$ cat config.mk
export PLATFORM = sky130hd
export DESIGN_NAME = ars_supervisor
export DESIGN_NICKNAME = d
export VERILOG_FILES = /design/src/pkg/ars_pkg.sv /design/src/rtl/ars_sec_timer.sv /design/src/rtl/ars_supervisor.sv /design/src/rtl/ars_tick.sv
export SDC_FILE = /design/constraint.sdc
export NUM_CORES = 1
export LEC_CHECK = 0
export BUFFER_PORTS_ARGS = -buffer_cell sky130_fd_sc_hd__buf_2
export CAP_MARGIN = 20
export CORE_MARGIN = 4
export CORE_UTILIZATION = 56
export DETAILED_ROUTE_END_ITERATION = 6
export GPL_TIMING_DRIVEN = 0
export PLACE_DENSITY = 0.74
export SLEW_MARGIN = 10
export SYNTH_ARGS = -nofsm -noshare
export SYNTH_HDL_FRONTEND = slang
export SYNTH_SLANG_ARGS = --single-unit
export TNS_END_PERCENT = 100
$ cat constraint.sdc
create_clock -name clk_sys -period 4.5 [get_ports clk_sys]
set_input_delay 0.9 -clock clk_sys [delete_from_list [all_inputs] [get_ports clk_sys]]
set_output_delay 0.9 -clock clk_sys [all_outputs]
set_load 0.01 [all_outputs]
$ cat src/pkg/ars_pkg.sv
// Package for the automatic restart supervisor: register map, resets, timing constants
`default_nettype none
package ars_pkg;
  localparam int unsigned CLK_HZ             = 50_000_000;
  localparam int unsigned TICK_PERIOD_S      = 1;
  localparam int unsigned TICK_CYCLES        = CLK_HZ * TICK_PERIOD_S;
  localparam int unsigned TICK_CYCLES_SIM    = TICK_CYCLES;

  localparam logic [7:0]  RST_MON_TIME       = 8'h3c;
  localparam logic [7:0]  RST_WIN_TIME       = 8'h00;
  localparam logic [7:0]  RST_MAX_ATTEMPTS   = 8'h03;
  localparam logic [7:0]  RST_MODE           = 8'h00;

  localparam logic [7:0]  MODE_4             = 8'h04;
  localparam logic [7:0]  MODE_6             = 8'h06;
  localparam logic [7:0]  MODE_14            = 8'h0e;
  localparam logic [7:0]  MODE_16            = 8'h10;
  localparam logic [7:0]  MODE_26            = 8'h1a;

  localparam int unsigned SUPPRESS_ENTRIES   = 10;
  localparam int unsigned FAULT_NUM_W        = 16;

  // Word offsets (byte address = 4 * index)
  localparam logic [4:0]  IDX_CTRL           = 5'h00;
  localparam logic [4:0]  IDX_MON_TIME       = 5'h01;
  localparam logic [4:0]  IDX_WIN_TIME       = 5'h02;
  localparam logic [4:0]  IDX_MAX_ATT        = 5'h03;
  localparam logic [4:0]  IDX_STATUS         = 5'h04;
  localparam logic [4:0]  IDX_IRQ_STAT       = 5'h05;
  localparam logic [4:0]  IDX_IRQ_MASK       = 5'h06;
  localparam logic [4:0]  IDX_LIST0          = 5'h08;

  // Interrupt status bits
  localparam int unsigned IRQ_FAIL_BIT       = 0;
  localparam int unsigned IRQ_START_BIT      = 1;
  localparam int unsigned IRQ_W              = 2;

  typedef enum logic [1:0] {
    ARS_IDLE    = 2'b00,
    ARS_RESTART = 2'b01,
    ARS_RUN     = 2'b10,
    ARS_HALT    = 2'b11
  } ars_state_e;
endpackage
`default_nettype wire

$ cat src/rtl/ars_sec_timer.sv
// Seconds down-counter with start, stop and expiry pulse
`default_nettype none
module ars_sec_timer (
  // Clock and reset
  input  wire logic       clk_sys,
  input  wire logic       nrst,
  // Control
  input  wire logic       tick,
  input  wire logic       start,
  input  wire logic       stop,
  input  wire logic [7:0] load_val,
  // Status
  output logic            running,
  output logic            expired
);
  logic [7:0] cnt_q;
  logic [7:0] cnt_d;
  logic       run_q;
  logic       run_d;
  logic       exp_q;
  logic       exp_d;

  always_comb begin
    cnt_d = cnt_q;
    run_d = run_q;
    exp_d = 1'b0;
    if (stop) begin
      run_d = 1'b0;
    end else if (start) begin
      cnt_d = load_val;
      run_d = (load_val != 8'h00);
    end else if (run_q && tick) begin
      if (cnt_q <= 8'h01) begin
        run_d = 1'b0;
        exp_d = 1'b1;
        cnt_d = 8'h00;
      end else begin
        cnt_d = cnt_q - 8'h01;
      end
    end
  end

  always_ff @(posedge clk_sys) begin
    if (!nrst) begin
      cnt_q <= 8'h00;
      run_q <= 1'b0;
      exp_q <= 1'b0;
    end else begin
      cnt_q <= cnt_d;
      run_q <= run_d;
      exp_q <= exp_d;
    end
  end

  assign running = run_q;
  assign expired = exp_q;
endmodule
`default_nettype wire

$ cat src/rtl/ars_supervisor.sv
// Automatic restart supervisor with Avalon-MM registers and interrupt
`default_nettype none
module ars_supervisor
  import ars_pkg::*;
#(
  parameter int unsigned TICK_CYCLES_P = ars_pkg::TICK_CYCLES
) (
  // Clock and reset
  input  wire logic                   clk_sys,
  input  wire logic                   nrst,
  // Avalon-MM slave
  input  wire logic [4:0]             avs_address,
  input  wire logic                   avs_read,
  input  wire logic                   avs_write,
  input  wire logic [31:0]            avs_writedata,
  output logic [31:0]                 avs_readdata,
  output logic                        avs_waitrequest,
  // Converter side
  input  wire logic                   fault_detect,
  input  wire logic [ars_pkg::FAULT_NUM_W-1:0] fault_number,
  input  wire logic                   fault_ack,
  input  wire logic                   start_success,
  input  wire logic                   run_command,
  // Results
  output logic                        restart_request,
  output logic                        restart_failed_fault,
  output logic                        irq
);
  import ars_pkg::*;

  // Refuse a prescaler too short to count whole seconds
  if (TICK_CYCLES_P < 2) begin : g_bad_tick
    $error("ars_supervisor: TICK_CYCLES_P too small");
  end

  // Refuse a suppression list that runs past the top of the word map
  if (32'(IDX_LIST0) + SUPPRESS_ENTRIES > 32) begin : g_bad_map
    $error("ars_supervisor: suppression list does not fit the address map");
  end

  // Configuration registers
  logic [7:0]             mode_q;
  logic [7:0]             mode_d;
  logic [7:0]             mon_time_q;
  logic [7:0]             mon_time_d;
  logic [7:0]             win_time_q;
  logic [7:0]             win_time_d;
  logic [7:0]             max_att_q;
  logic [7:0]             max_att_d;
  logic [FAULT_NUM_W-1:0] list_q [SUPPRESS_ENTRIES];
  logic [FAULT_NUM_W-1:0] list_d [SUPPRESS_ENTRIES];
  logic [IRQ_W-1:0]       ist_q;
  logic [IRQ_W-1:0]       ist_d;
  logic [IRQ_W-1:0]       imask_q;
  logic [IRQ_W-1:0]       imask_d;
  logic [31:0]            rdata_q;
  logic [31:0]            rdata_d;
  logic                   wait_q;
  logic                   wait_d;

  // Supervision state
  ars_state_e             st_q;
  ars_state_e             st_d;
  logic [7:0]             att_q;
  logic [7:0]             att_d;
  logic [7:0]             starts_q;
  logic [7:0]             starts_d;
  logic                   fail_q;
  logic                   fail_d;
  logic                   req_q;
  logic                   req_d;
  logic                   irq_q;
  logic                   irq_d;
  logic                   supp_q;
  logic                   supp_d;

  // Timer handshakes and decodes
  logic                   tick;
  logic                   mon_run;
  logic                   mon_exp;
  logic                   win_run;
  logic                   win_exp;
  logic                   mon_start;
  logic                   mon_stop;
  logic                   win_start;
  logic                   win_stop;
  logic                   timers_on;
  logic                   supp_on;
  logic                   match;
  logic                   cfg_change;
  logic                   acc;
  logic                   wr;
  logic                   rd;
  logic [SUPPRESS_ENTRIES-1:0] hit;

  function automatic logic mode_timed(input logic [7:0] m);
    return (m == MODE_4) || (m == MODE_6) || (m == MODE_14) ||
           (m == MODE_16) || (m == MODE_26);
  endfunction

  function automatic logic mode_list(input logic [7:0] m);
    return (m == MODE_6) || (m == MODE_16) || (m == MODE_26);
  endfunction

  // Suppression list slot that a bus word index selects
  function automatic logic list_sel(input logic [4:0] a, input int i);
    return a == (IDX_LIST0 + 5'(i));
  endfunction

  // Both timers share one prescaler so their seconds stay aligned
  ars_tick #(
    .CYCLES (TICK_CYCLES_P)
  ) u_tick (
    .clk_sys (clk_sys),
    .nrst    (nrst),
    .tick    (tick)
  );

  ars_sec_timer u_mon (
    .clk_sys  (clk_sys),
    .nrst     (nrst),
    .tick     (tick),
    .start    (mon_start),
    .stop     (mon_stop),
    .load_val (mon_time_q),
    .running  (mon_run),
    .expired  (mon_exp)
  );

  ars_sec_timer u_win (
    .clk_sys  (clk_sys),
    .nrst     (nrst),
    .tick     (tick),
    .start    (win_start),
    .stop     (win_stop),
    .load_val (win_time_q),
    .running  (win_run),
    .expired  (win_exp)
  );

  assign timers_on = mode_timed(mode_q);
  assign supp_on   = mode_list(mode_q);

  // Fault number compare against every suppression entry, one comparator per slot.
  // A cleared slot holds zero, so in the list modes (MODE_6, MODE_16, MODE_26) fault number zero is suppressed by default.
  for (genvar g = 0; g < SUPPRESS_ENTRIES; g++) begin : g_cmp
    assign hit[g] = (list_q[g] == fault_number);
  end
  assign match = |hit;

  // One wait cycle per access: waitrequest rests high and drops only for the cycle after a request is seen
  assign acc = (avs_read || avs_write) && wait_q;
  assign wr  = avs_write && wait_q;
  assign rd  = avs_read && wait_q;
  assign cfg_change = wr && ((avs_address == IDX_CTRL) || (avs_address == IDX_MAX_ATT));

  // Register file
  always_comb begin
    mode_d     = mode_q;
    mon_time_d = mon_time_q;
    win_time_d = win_time_q;
    max_att_d  = max_att_q;
    imask_d    = imask_q;
    list_d     = list_q;
    rdata_d    = rdata_q;
    wait_d     = !acc;
    // Unmapped words read zero and ignore writes
    if (wr) begin
      unique case (avs_address)
        IDX_CTRL:     mode_d     = avs_writedata[7:0];
        IDX_MON_TIME: mon_time_d = avs_writedata[7:0];
        IDX_WIN_TIME: win_time_d = avs_writedata[7:0];
        IDX_MAX_ATT:  max_att_d  = avs_writedata[7:0];
        IDX_IRQ_MASK: imask_d    = avs_writedata[IRQ_W-1:0];
        default: begin
          for (int i = 0; i < SUPPRESS_ENTRIES; i++) begin
            if (list_sel(avs_address, i)) list_d[i] = avs_writedata[FAULT_NUM_W-1:0];
          end
        end
      endcase
    end
    if (rd) begin
      rdata_d = 32'h0;
      unique case (avs_address)
        IDX_CTRL:     rdata_d[7:0] = mode_q;
        IDX_MON_TIME: rdata_d[7:0] = mon_time_q;
        IDX_WIN_TIME: rdata_d[7:0] = win_time_q;
        IDX_MAX_ATT:  rdata_d[7:0] = max_att_q;
        IDX_STATUS: begin
          rdata_d[1:0]   = st_q;
          rdata_d[2]     = req_q;
          rdata_d[3]     = fail_q;
          rdata_d[4]     = mon_run;
          rdata_d[5]     = win_run;
          rdata_d[13:6]  = starts_q;
          rdata_d[21:14] = att_q;
        end
        IDX_IRQ_STAT: rdata_d[IRQ_W-1:0] = ist_q;
        IDX_IRQ_MASK: rdata_d[IRQ_W-1:0] = imask_q;
        default: begin
          for (int i = 0; i < SUPPRESS_ENTRIES; i++) begin
            if (list_sel(avs_address, i)) rdata_d[FAULT_NUM_W-1:0] = list_q[i];
          end
        end
      endcase
    end
  end

  // Restart sequence
  always_comb begin
    st_d      = st_q;
    att_d     = att_q;
    starts_d  = starts_q;
    fail_d    = fail_q;
    req_d     = 1'b0;
    supp_d    = supp_q;
    mon_start = 1'b0;
    mon_stop  = 1'b0;
    win_start = 1'b0;
    win_stop  = !timers_on;
    // Reload from the value being written, not the one it replaces
    if (cfg_change) begin
      att_d = max_att_d;
    end
    if (win_exp) begin
      att_d    = max_att_q;
      starts_d = 8'h00;
    end
    unique case (st_q)
      ARS_IDLE, ARS_RUN: begin
        if (fault_detect && mode_q != RST_MODE) begin
          st_d   = ARS_RESTART;
          supp_d = supp_on && match;
          mon_start = timers_on && (mon_time_q != 8'h00);
        end
      end
      ARS_RESTART: begin
        // In timed modes the acknowledge that would spend the last attempt halts instead
        if (fault_ack && !supp_q) begin
          if (att_q > 8'h01) begin
            att_d = att_q - 8'h01;
            req_d = 1'b1;
          end else if (timers_on) begin
            st_d   = ARS_HALT;
            fail_d = 1'b1;
          end else begin
            req_d = 1'b1;
          end
        end
        // Starts accumulate only while the window is open; outside it a start resets the count to one
        if (start_success) begin
          mon_stop  = 1'b1;
          win_start = timers_on && (win_time_q != 8'h00);
          starts_d  = (win_run ? starts_q : 8'h00) + 8'h01;
          st_d      = ARS_RUN;
          if (timers_on && win_run && (starts_q + 8'h01 > max_att_q)) begin
            st_d   = ARS_HALT;
            fail_d = 1'b1;
          end
        end else if (mon_exp && timers_on) begin
          st_d   = ARS_HALT;
          fail_d = 1'b1;
        end
      end
      ARS_HALT: begin
        // Leaving needs the run command off, so the motor cannot start unasked
        mon_stop = 1'b1;
        win_stop = 1'b1;
        if (fault_ack && !run_command) begin
          fail_d   = 1'b0;
          att_d    = max_att_q;
          starts_d = 8'h00;
          st_d     = ARS_IDLE;
        end
      end
    endcase
  end

  // Interrupts: hardware set wins over software clear
  always_comb begin
    ist_d = ist_q;
    if (wr && avs_address == IDX_IRQ_STAT) ist_d = ist_q & ~avs_writedata[IRQ_W-1:0];
    if (fail_d && !fail_q) ist_d[IRQ_FAIL_BIT] = 1'b1;
    if (req_d) ist_d[IRQ_START_BIT] = 1'b1;
    // Built from next values so irq lands with the flag, not a cycle later
    irq_d = |(ist_d & imask_d);
  end

  always_ff @(posedge clk_sys) begin
    if (!nrst) begin
      mode_q     <= RST_MODE;
      mon_time_q <= RST_MON_TIME;
      win_time_q <= RST_WIN_TIME;
      max_att_q  <= RST_MAX_ATTEMPTS;
      imask_q    <= '0;
      ist_q      <= '0;
      for (int i = 0; i < SUPPRESS_ENTRIES; i++) list_q[i] <= '0;
      rdata_q    <= 32'h0;
      wait_q     <= 1'b1;
      st_q       <= ARS_IDLE;
      att_q      <= RST_MAX_ATTEMPTS;
      starts_q   <= 8'h00;
      fail_q     <= 1'b0;
      req_q      <= 1'b0;
      irq_q      <= 1'b0;
      supp_q     <= 1'b0;
    end else begin
      mode_q     <= mode_d;
      mon_time_q <= mon_time_d;
      win_time_q <= win_time_d;
      max_att_q  <= max_att_d;
      imask_q    <= imask_d;
      ist_q      <= ist_d;
      list_q     <= list_d;
      rdata_q    <= rdata_d;
      wait_q     <= wait_d;
      st_q       <= st_d;
      att_q      <= att_d;
      starts_q   <= starts_d;
      fail_q     <= fail_d;
      req_q      <= req_d;
      irq_q      <= irq_d;
      supp_q     <= supp_d;
    end
  end

  assign avs_readdata         = rdata_q;
  assign avs_waitrequest      = wait_q;
  assign restart_request      = req_q;
  assign restart_failed_fault = fail_q;
  assign irq                  = irq_q;
endmodule
`default_nettype wire

$ cat src/rtl/ars_tick.sv
// One-second tick prescaler from the system clock
`default_nettype none
module ars_tick #(
  parameter int unsigned CYCLES = 50_000_000
) (
  // Clock and reset
  input  wire logic clk_sys,
  input  wire logic nrst,
  // Tick
  output logic      tick
);
  initial begin
    if (CYCLES < 2) $error("ars_tick: CYCLES must be at least 2");
  end

  logic [31:0] cnt_q;
  logic [31:0] cnt_d;
  logic        tick_q;
  logic        tick_d;

  always_comb begin
    tick_d = 1'b0;
    cnt_d  = cnt_q + 32'h1;
    if (cnt_q == 32'(CYCLES - 1)) begin
      cnt_d  = 32'h0;
      tick_d = 1'b1;
    end
  end

  always_ff @(posedge clk_sys) begin
    if (!nrst) begin
      cnt_q  <= 32'h0;
      tick_q <= 1'b0;
    end else begin
      cnt_q  <= cnt_d;
      tick_q <= tick_d;
    end
  end

  assign tick = tick_q;
endmodule
`default_nettype wire

# Word level (Yosys, flattened, before mapping)
# Cells that the tools add are included.
# word_totals
reg_bits	294
wordCells	236
# classes
bitwise	9
n_addsub	6
eq_ne	40
n_reduce_logical	69
n_lt_le_gt_ge	4
n_mux	75
# op_table
cell	n
16-bit equality test	10
16-bit 2-to-1 mux	10
8-bit 2-to-1 mux	17
8-bit case mux with 2 select lines	3
5-bit by 4-bit equality test with 1-bit output (second input constant)	8
6-bit case mux with 6 select lines	1
32-bit by 1-bit adder with 32-bit output (second input constant)	1
32-bit by 26-bit equality test with 1-bit output (second input constant)	1
3-bit AND reduction	10
1-bit 2-to-1 mux	29
8-bit nonzero test	3
8-bit by 1-bit subtractor with 8-bit output (second input constant)	3
2-bit 2-to-1 mux	10
1-bit logical AND	17
8-bit by 1-bit adder with 8-bit output (second input constant)	2
8-bit by 3-bit equality test with 1-bit output (second input constant)	2
8-bit by 5-bit equality test with 1-bit output (second input constant)	2
8-bit by 1-bit less-or-equal comparator with 1-bit output (second input constant)	2
2-bit AND reduction	8
5-bit by 3-bit equality test with 1-bit output (second input constant)	3
2-bit case mux with 7 select lines	1
4-bit inequality test (second input constant)	3
2-bit OR reduction	6
5-bit by 2-bit equality test with 1-bit output (second input constant)	2
24 further kinds	49

# Longest topological paths before layout
# logic_depth
depth_word	15
mapped_depth	13

# Hierarchy
# A second synthesis with hierarchy kept.
# hier_totals
cells_unflattened	1990
area_unflattened_um2	15877.7
# modules_own_cells
module	n_inst	seq_area_each_um2	area_per_inst_um2	cells_each
ars_supervisor	1	4824.6	12934.9	1647
ars_tick	1	660.6	1571.5	179
ars_sec_timer	2	200.2	685.7	82

# Worst setup path before layout
# Ideal clock, no wire load.
# synth_path
path_type	input to register
start	input port avs_address[1]
end	register list_q[133] (netlist name)
setup_slack_ps	1649
required_ps	4372
setup_time_ps	128
stages	10
arrival_time_ps	2723
path_buffers	4
path_cell_list	clkbuf_1 -> nand2b_1 -> buf_4 -> nor2_1 -> or3_4 -> buf_6 -> nor3_4 -> buf_6 -> mux2i_1 -> nor2_1
# synth_between
elab_chain_cells	4
elab_cells_between_ends	9
cone_classes	eq/ne: 5; bitwise: 1; reduce/logical: 3
# synth_rtl
item	line	text
start, declared	ars_supervisor.sv:12	input wire logic [4:0] avs_address,
5-bit by 2-bit equality test with 1-bit output, or another cell as far along	ars_supervisor.sv:169	unique case (avs_address)
5-bit OR reduction (no source line)	n/a	
1-bit inverter (no source line)	n/a	
3-bit AND reduction (no source line) (*)	n/a	
end signal, assigned	ars_supervisor.sv:314	list_q <= list_d;
end, declared	ars_supervisor.sv:50	logic [FAULT_NUM_W-1:0] list_q [SUPPRESS_ENTRIES];
# Mark *: on every way between the ends. The rest lies on a longest branch, timed or not.
# A chain may end at the register's enable or synchronous reset.

# Worst setup path in the final report
# layout_path
start	input port avs_address[0]
end	register rdata_q[3] (netlist: avs_readdata[3])
# layout_between
elab_chain_cells	12
elab_cells_between_ends	29
cone_classes	eq/ne: 16; mux: 11; reduce/logical: 2
# layout_rtl
item	line	text
5-bit by 4-bit equality test with 1-bit output	ars_supervisor.sv:107	return a == (IDX_LIST0 + 5'(i));
16-bit 2-to-1 mux (10 in series)	ars_supervisor.sv:202	if (list_sel(avs_address, i)) rdata_d[FAULT_NUM_W-1:0] = list_q[i];
6-bit case mux with 6 select lines (*)	ars_supervisor.sv:184	unique case (avs_address)
end signal, assigned	ars_supervisor.sv:315	rdata_q <= rdata_d;
end, declared	ars_supervisor.sv:56	logic [31:0] rdata_q;
# Marks and branches as above.

==> impl_results.md <==
* Y dimension of the die at 174 µm
* Unique masters post-synth at 72
* Maximum clock frequency at 296 MHz
* Number of setup buffers added after CTS at 0
* Share of synthesized area occupied by flip-flops and latches at 37.9%
* Cell breakdown of the critical path: buf_2 -> buf_2 -> buf_2 -> buf_1 -> mux2i_1 -> nor2_1 -> a21oi_1 -> o21ai_0 -> a21oi_1 -> a31oi_1
* RR Endpoint: irq$_SDFF_PN0_
* Estimated wirelength of the detail-placed design at 45000 µm
* # fillers at 2381
* Status: complete, but fails checks
* Number of buffers between clock root and the deepest sink at 3
* I/O pin cnt at 97
* Slew headroom at 12.8%
* Remaining routing DRC violations at 9
* DRT antenna net count at 0
* Dominant synthesized flop cell: dfxtp_1
* Die ar. at 30400 µm²
* CTS tree: built
* Async set-or-reset flop fraction in the synthesized netlist at 0%
* Mean Syn Cell Area at 7.98 µm²
* Setup clock skew after layout at 0.0138 ns
* Kind of path behind the tightest hold check: flip-flop to flip-flop
* Endpoint arrival time on the critical path at 3.77 ns
* Count of flip-flops with a built-in enable after synthesis at 0
* Post-synth design cell area at 15500 µm²
* Most common cell in the synthesized netlist: nand2_1
* Maximum fanout encountered on the critical timing path at 10
* Crit path capture: avs_readdata[3]$_SDFFE_PN0P_
* Number of antenna violations at the first check in global routing at 0
* Kind of start point of the critical path: input pin
* Syn. warnings at 0
* Hold_buf cts at 0
* Post-cts repair resize count at 0
* Core area at 27100 µm²
* Global-route wire length before repair at 91500 µm
* Wirelength per Cell at 25.5 µm
* Total clock buffers created by CTS at 34
* Drt first pass iters at 7
* Number of sinks handled by clock tree synthesis at 294
* Global Route Usage Sum at 39.3%
* Routability-driven placement congestion ratio at 1.13
* Total number of vias at 15769
* Total of endpoints with negative setup slack in the final report at 0
* Initial detailed-routing violation count at 2429
* Cell types occupying the most area after synthesis: dfxtp_1 (38%), xor2_1 (8.6%), nand2_1 (7.5%)
* Pin count of the biggest net entering global routing at 14
* Master of the slowest instance on the critical path: buf_1
* Worst-Margin Slew at 1.31 ns
* Worst vdd rail ir drop at 302 µV
* Clock slew at the register clock pins of the worst setup and hold paths at 0.06 ns
* # nets final at 2114
* Average via count per standard cell at 6.49
* CP Launch Point: avs_address[0]
* WL final at 62000 µm
* Leak at 0.00643 µW
* Fraction of layout instances using a drive strength above 1 at 7.43%
* Cell type with the largest total area after synthesis: dfxtp_1
* Setup slack of the worst register-to-register path at 1.30 ns
* # port buffers at 43
* H-tree Lvls at 2
* Area share of the largest cell type after synthesis at 37.9%
* Most used cell, CP: buf_2
* Required time reported for the critical path endpoint at 4.89 ns
* Crit share post-route at 75.0%
* Final setup slack of the worst path at 1.12 ns
* Delay of the slowest cell on the worst path at 0.78 ns
* Vias in the first global route at 14589
* Startpoint of the worst register-to-register path: starts_q[2]$_SDFF_PN0_
* Power Dens Cells at 348 nW/µm²
* List of most frequent post-synthesis cells: nand2_1 (311), dfxtp_1 (294), a21oi_1 (199), nor2_1 (179), xor2_1 (152)
* Worst Hold Path Cells at 2
* Initial Util at 57.3%
* Final critical delay including setup and external delays at 3.38 ns
* Sort of element at the end of the critical path: flip-flop
* Rows at 60
* Synthesis-to-layout area growth at 12.6%
* RSZ-0062 raised after global routing: false
* Category of the most critical setup path: input pin to flip-flop
* Violations in the final reports: DRC
* Count of final max-slew check failures at 0
* Setup Total Neg Slack at 0 ns
* Max-cap viol count at 0
* Placement-stage worst setup slack at 0.764 ns
* Total global routing overflow at 0
* Library cell used as clock root buffer: clkbuf_16
* Worst reg-to-reg path cell count at 13
* Die outline width at 174 µm
* Hold Vio Cnt, Final at 0
* Clock insertion delay at the later pin of the skew report at 0.53 ns
* Cells after synthesis at 1944
* Number of flip-flops and latches in the synthesized netlist at 294
[state kept, by name (all words and copies together) (netlist names), 2 cells and up]
register,cells
list_q,160
max_att_q,8
u_tick.cnt_q,32
imask_q,2
u_mon.cnt_q,8
mon_time_q,8
mode_q,8
ist_q,2
st_q,2
avs_readdata,22
win_time_q,8
starts_q,8
att_q,8
u_win.cnt_q,8
[worst min path at each step]
stage               slack (ns)                            end                     startpoint
floorplan                 0.43     u_tick.cnt_q[0]$_SDFF_PP0_     u_tick.cnt_q[0]$_SDFF_PP0_
global placement          0.44  avs_readdata[19]$_SDFFE_PN0P_  avs_readdata[19]$_SDFFE_PN0P_
detailed placement        0.44  avs_readdata[20]$_SDFFE_PN0P_  avs_readdata[20]$_SDFFE_PN0P_
CTS                       0.46  avs_readdata[18]$_SDFFE_PN0P_  avs_readdata[18]$_SDFFE_PN0P_
global route              0.48            supp_q$_SDFFE_PN0P_            supp_q$_SDFFE_PN0P_
finish                    0.45  avs_readdata[18]$_SDFFE_PN0P_  avs_readdata[18]$_SDFFE_PN0P_
[placed cells by master, fill, tap and decap left out, types with 16 or more instances in the layout]
| cell | instances |
|---|---|
| nand2_1 | 311 |
| dfxtp_1 | 294 |
| a21oi_1 | 199 |
| nor2_1 | 179 |
| xor2_1 | 152 |
| clkbuf_1 | 115 |
| o21ai_0 | 92 |
| mux2i_1 | 81 |
| buf_2 | 55 |
| xnor2_1 | 52 |
| nor4_1 | 44 |
| nand3_1 | 43 |
| clkbuf_16 | 35 |
| nand4_1 | 32 |
| nor3_1 | 31 |
| a22oi_1 | 31 |
| inv_1 | 29 |
| ha_1 | 17 |
| nand2b_1 | 16 |
[where the power goes]
part	total [µW]	leakage (µW)	internal, µW	switching, µW
sequential	2660	0.00237	2630	30.3
clock	2910	0.000584	1770	1140
combinational	512	0.00348	135	376
total	6080	0.00643	4530	1540
[kinds of logic after synthesis]
group,after synthesis,share of synthesized area (%)
AO/OA/AOI/OAI,440,17.2
XOR/XNOR,204,11.5
adder cells (fa/ha/maj),17,1.37
buffers and inverters,174,4.74
flip-flops,294,37.9
multiplexers,86,5.73
other,1,0.0242
AND/OR/NAND/NOR,728,21.5
[layout make-up]
type / count / area, µm² / share of cell area (%)
clock inverter: 10 / 136 / 0.781
multi-input combinational: 1485 / 8930 / 51.2
inverter: 30 / 113 / 0.645
antenna: 1 / 2.50 / 0.0143
buffer: 144 / 623 / 3.57
sequential: 294 / 5890 / 33.7
timing repair buffer: 47 / 272 / 1.55
clock buffer: 48 / 1030 / 5.92
tap: 372 / 465 / 2.66
[critical path, delay by kind of cell]
| kind | cells | cell delay, ns |
|---|---|---|
| AOI/OAI and AO/OA | 4 | 0.81 |
| buffers and inverters | 4 | 1.67 |
| muxes | 1 | 0.31 |
| and+or+nand+nor | 1 | 0.07 |
[metrics by stage]
| stage | area, µm² | utilization (%) | total power, µW | hold slack, ns | cells |
|---|---|---|---|---|---|
| 5_1_grt | 17500 | 64.4 | 6220 | 0.483 | 2430 |
| 6_report | 17500 | 64.5 | 6080 | 0.454 | 2431 |
| 4_1_cts | 17400 | 64.2 | 6040 | 0.458 | 2426 |
| 3_5_place_dp | 16200 | 59.9 | 3190 | 0.440 | 2368 |
| 3_3_place_gp | 16200 | 59.9 | 3190 | 0.436 | 2368 |
| 2_1_floorplan | 15600 | - | 2990 | 0.426 | 1953 |
[layer usage]
layer	wire [µm]	global-route usage, %
met3	8640	11.6
met4	3470	18.6
met2	25900	57.4
met5	0	0
met1	24000	53.4
(Power assumes the default switching activity.)
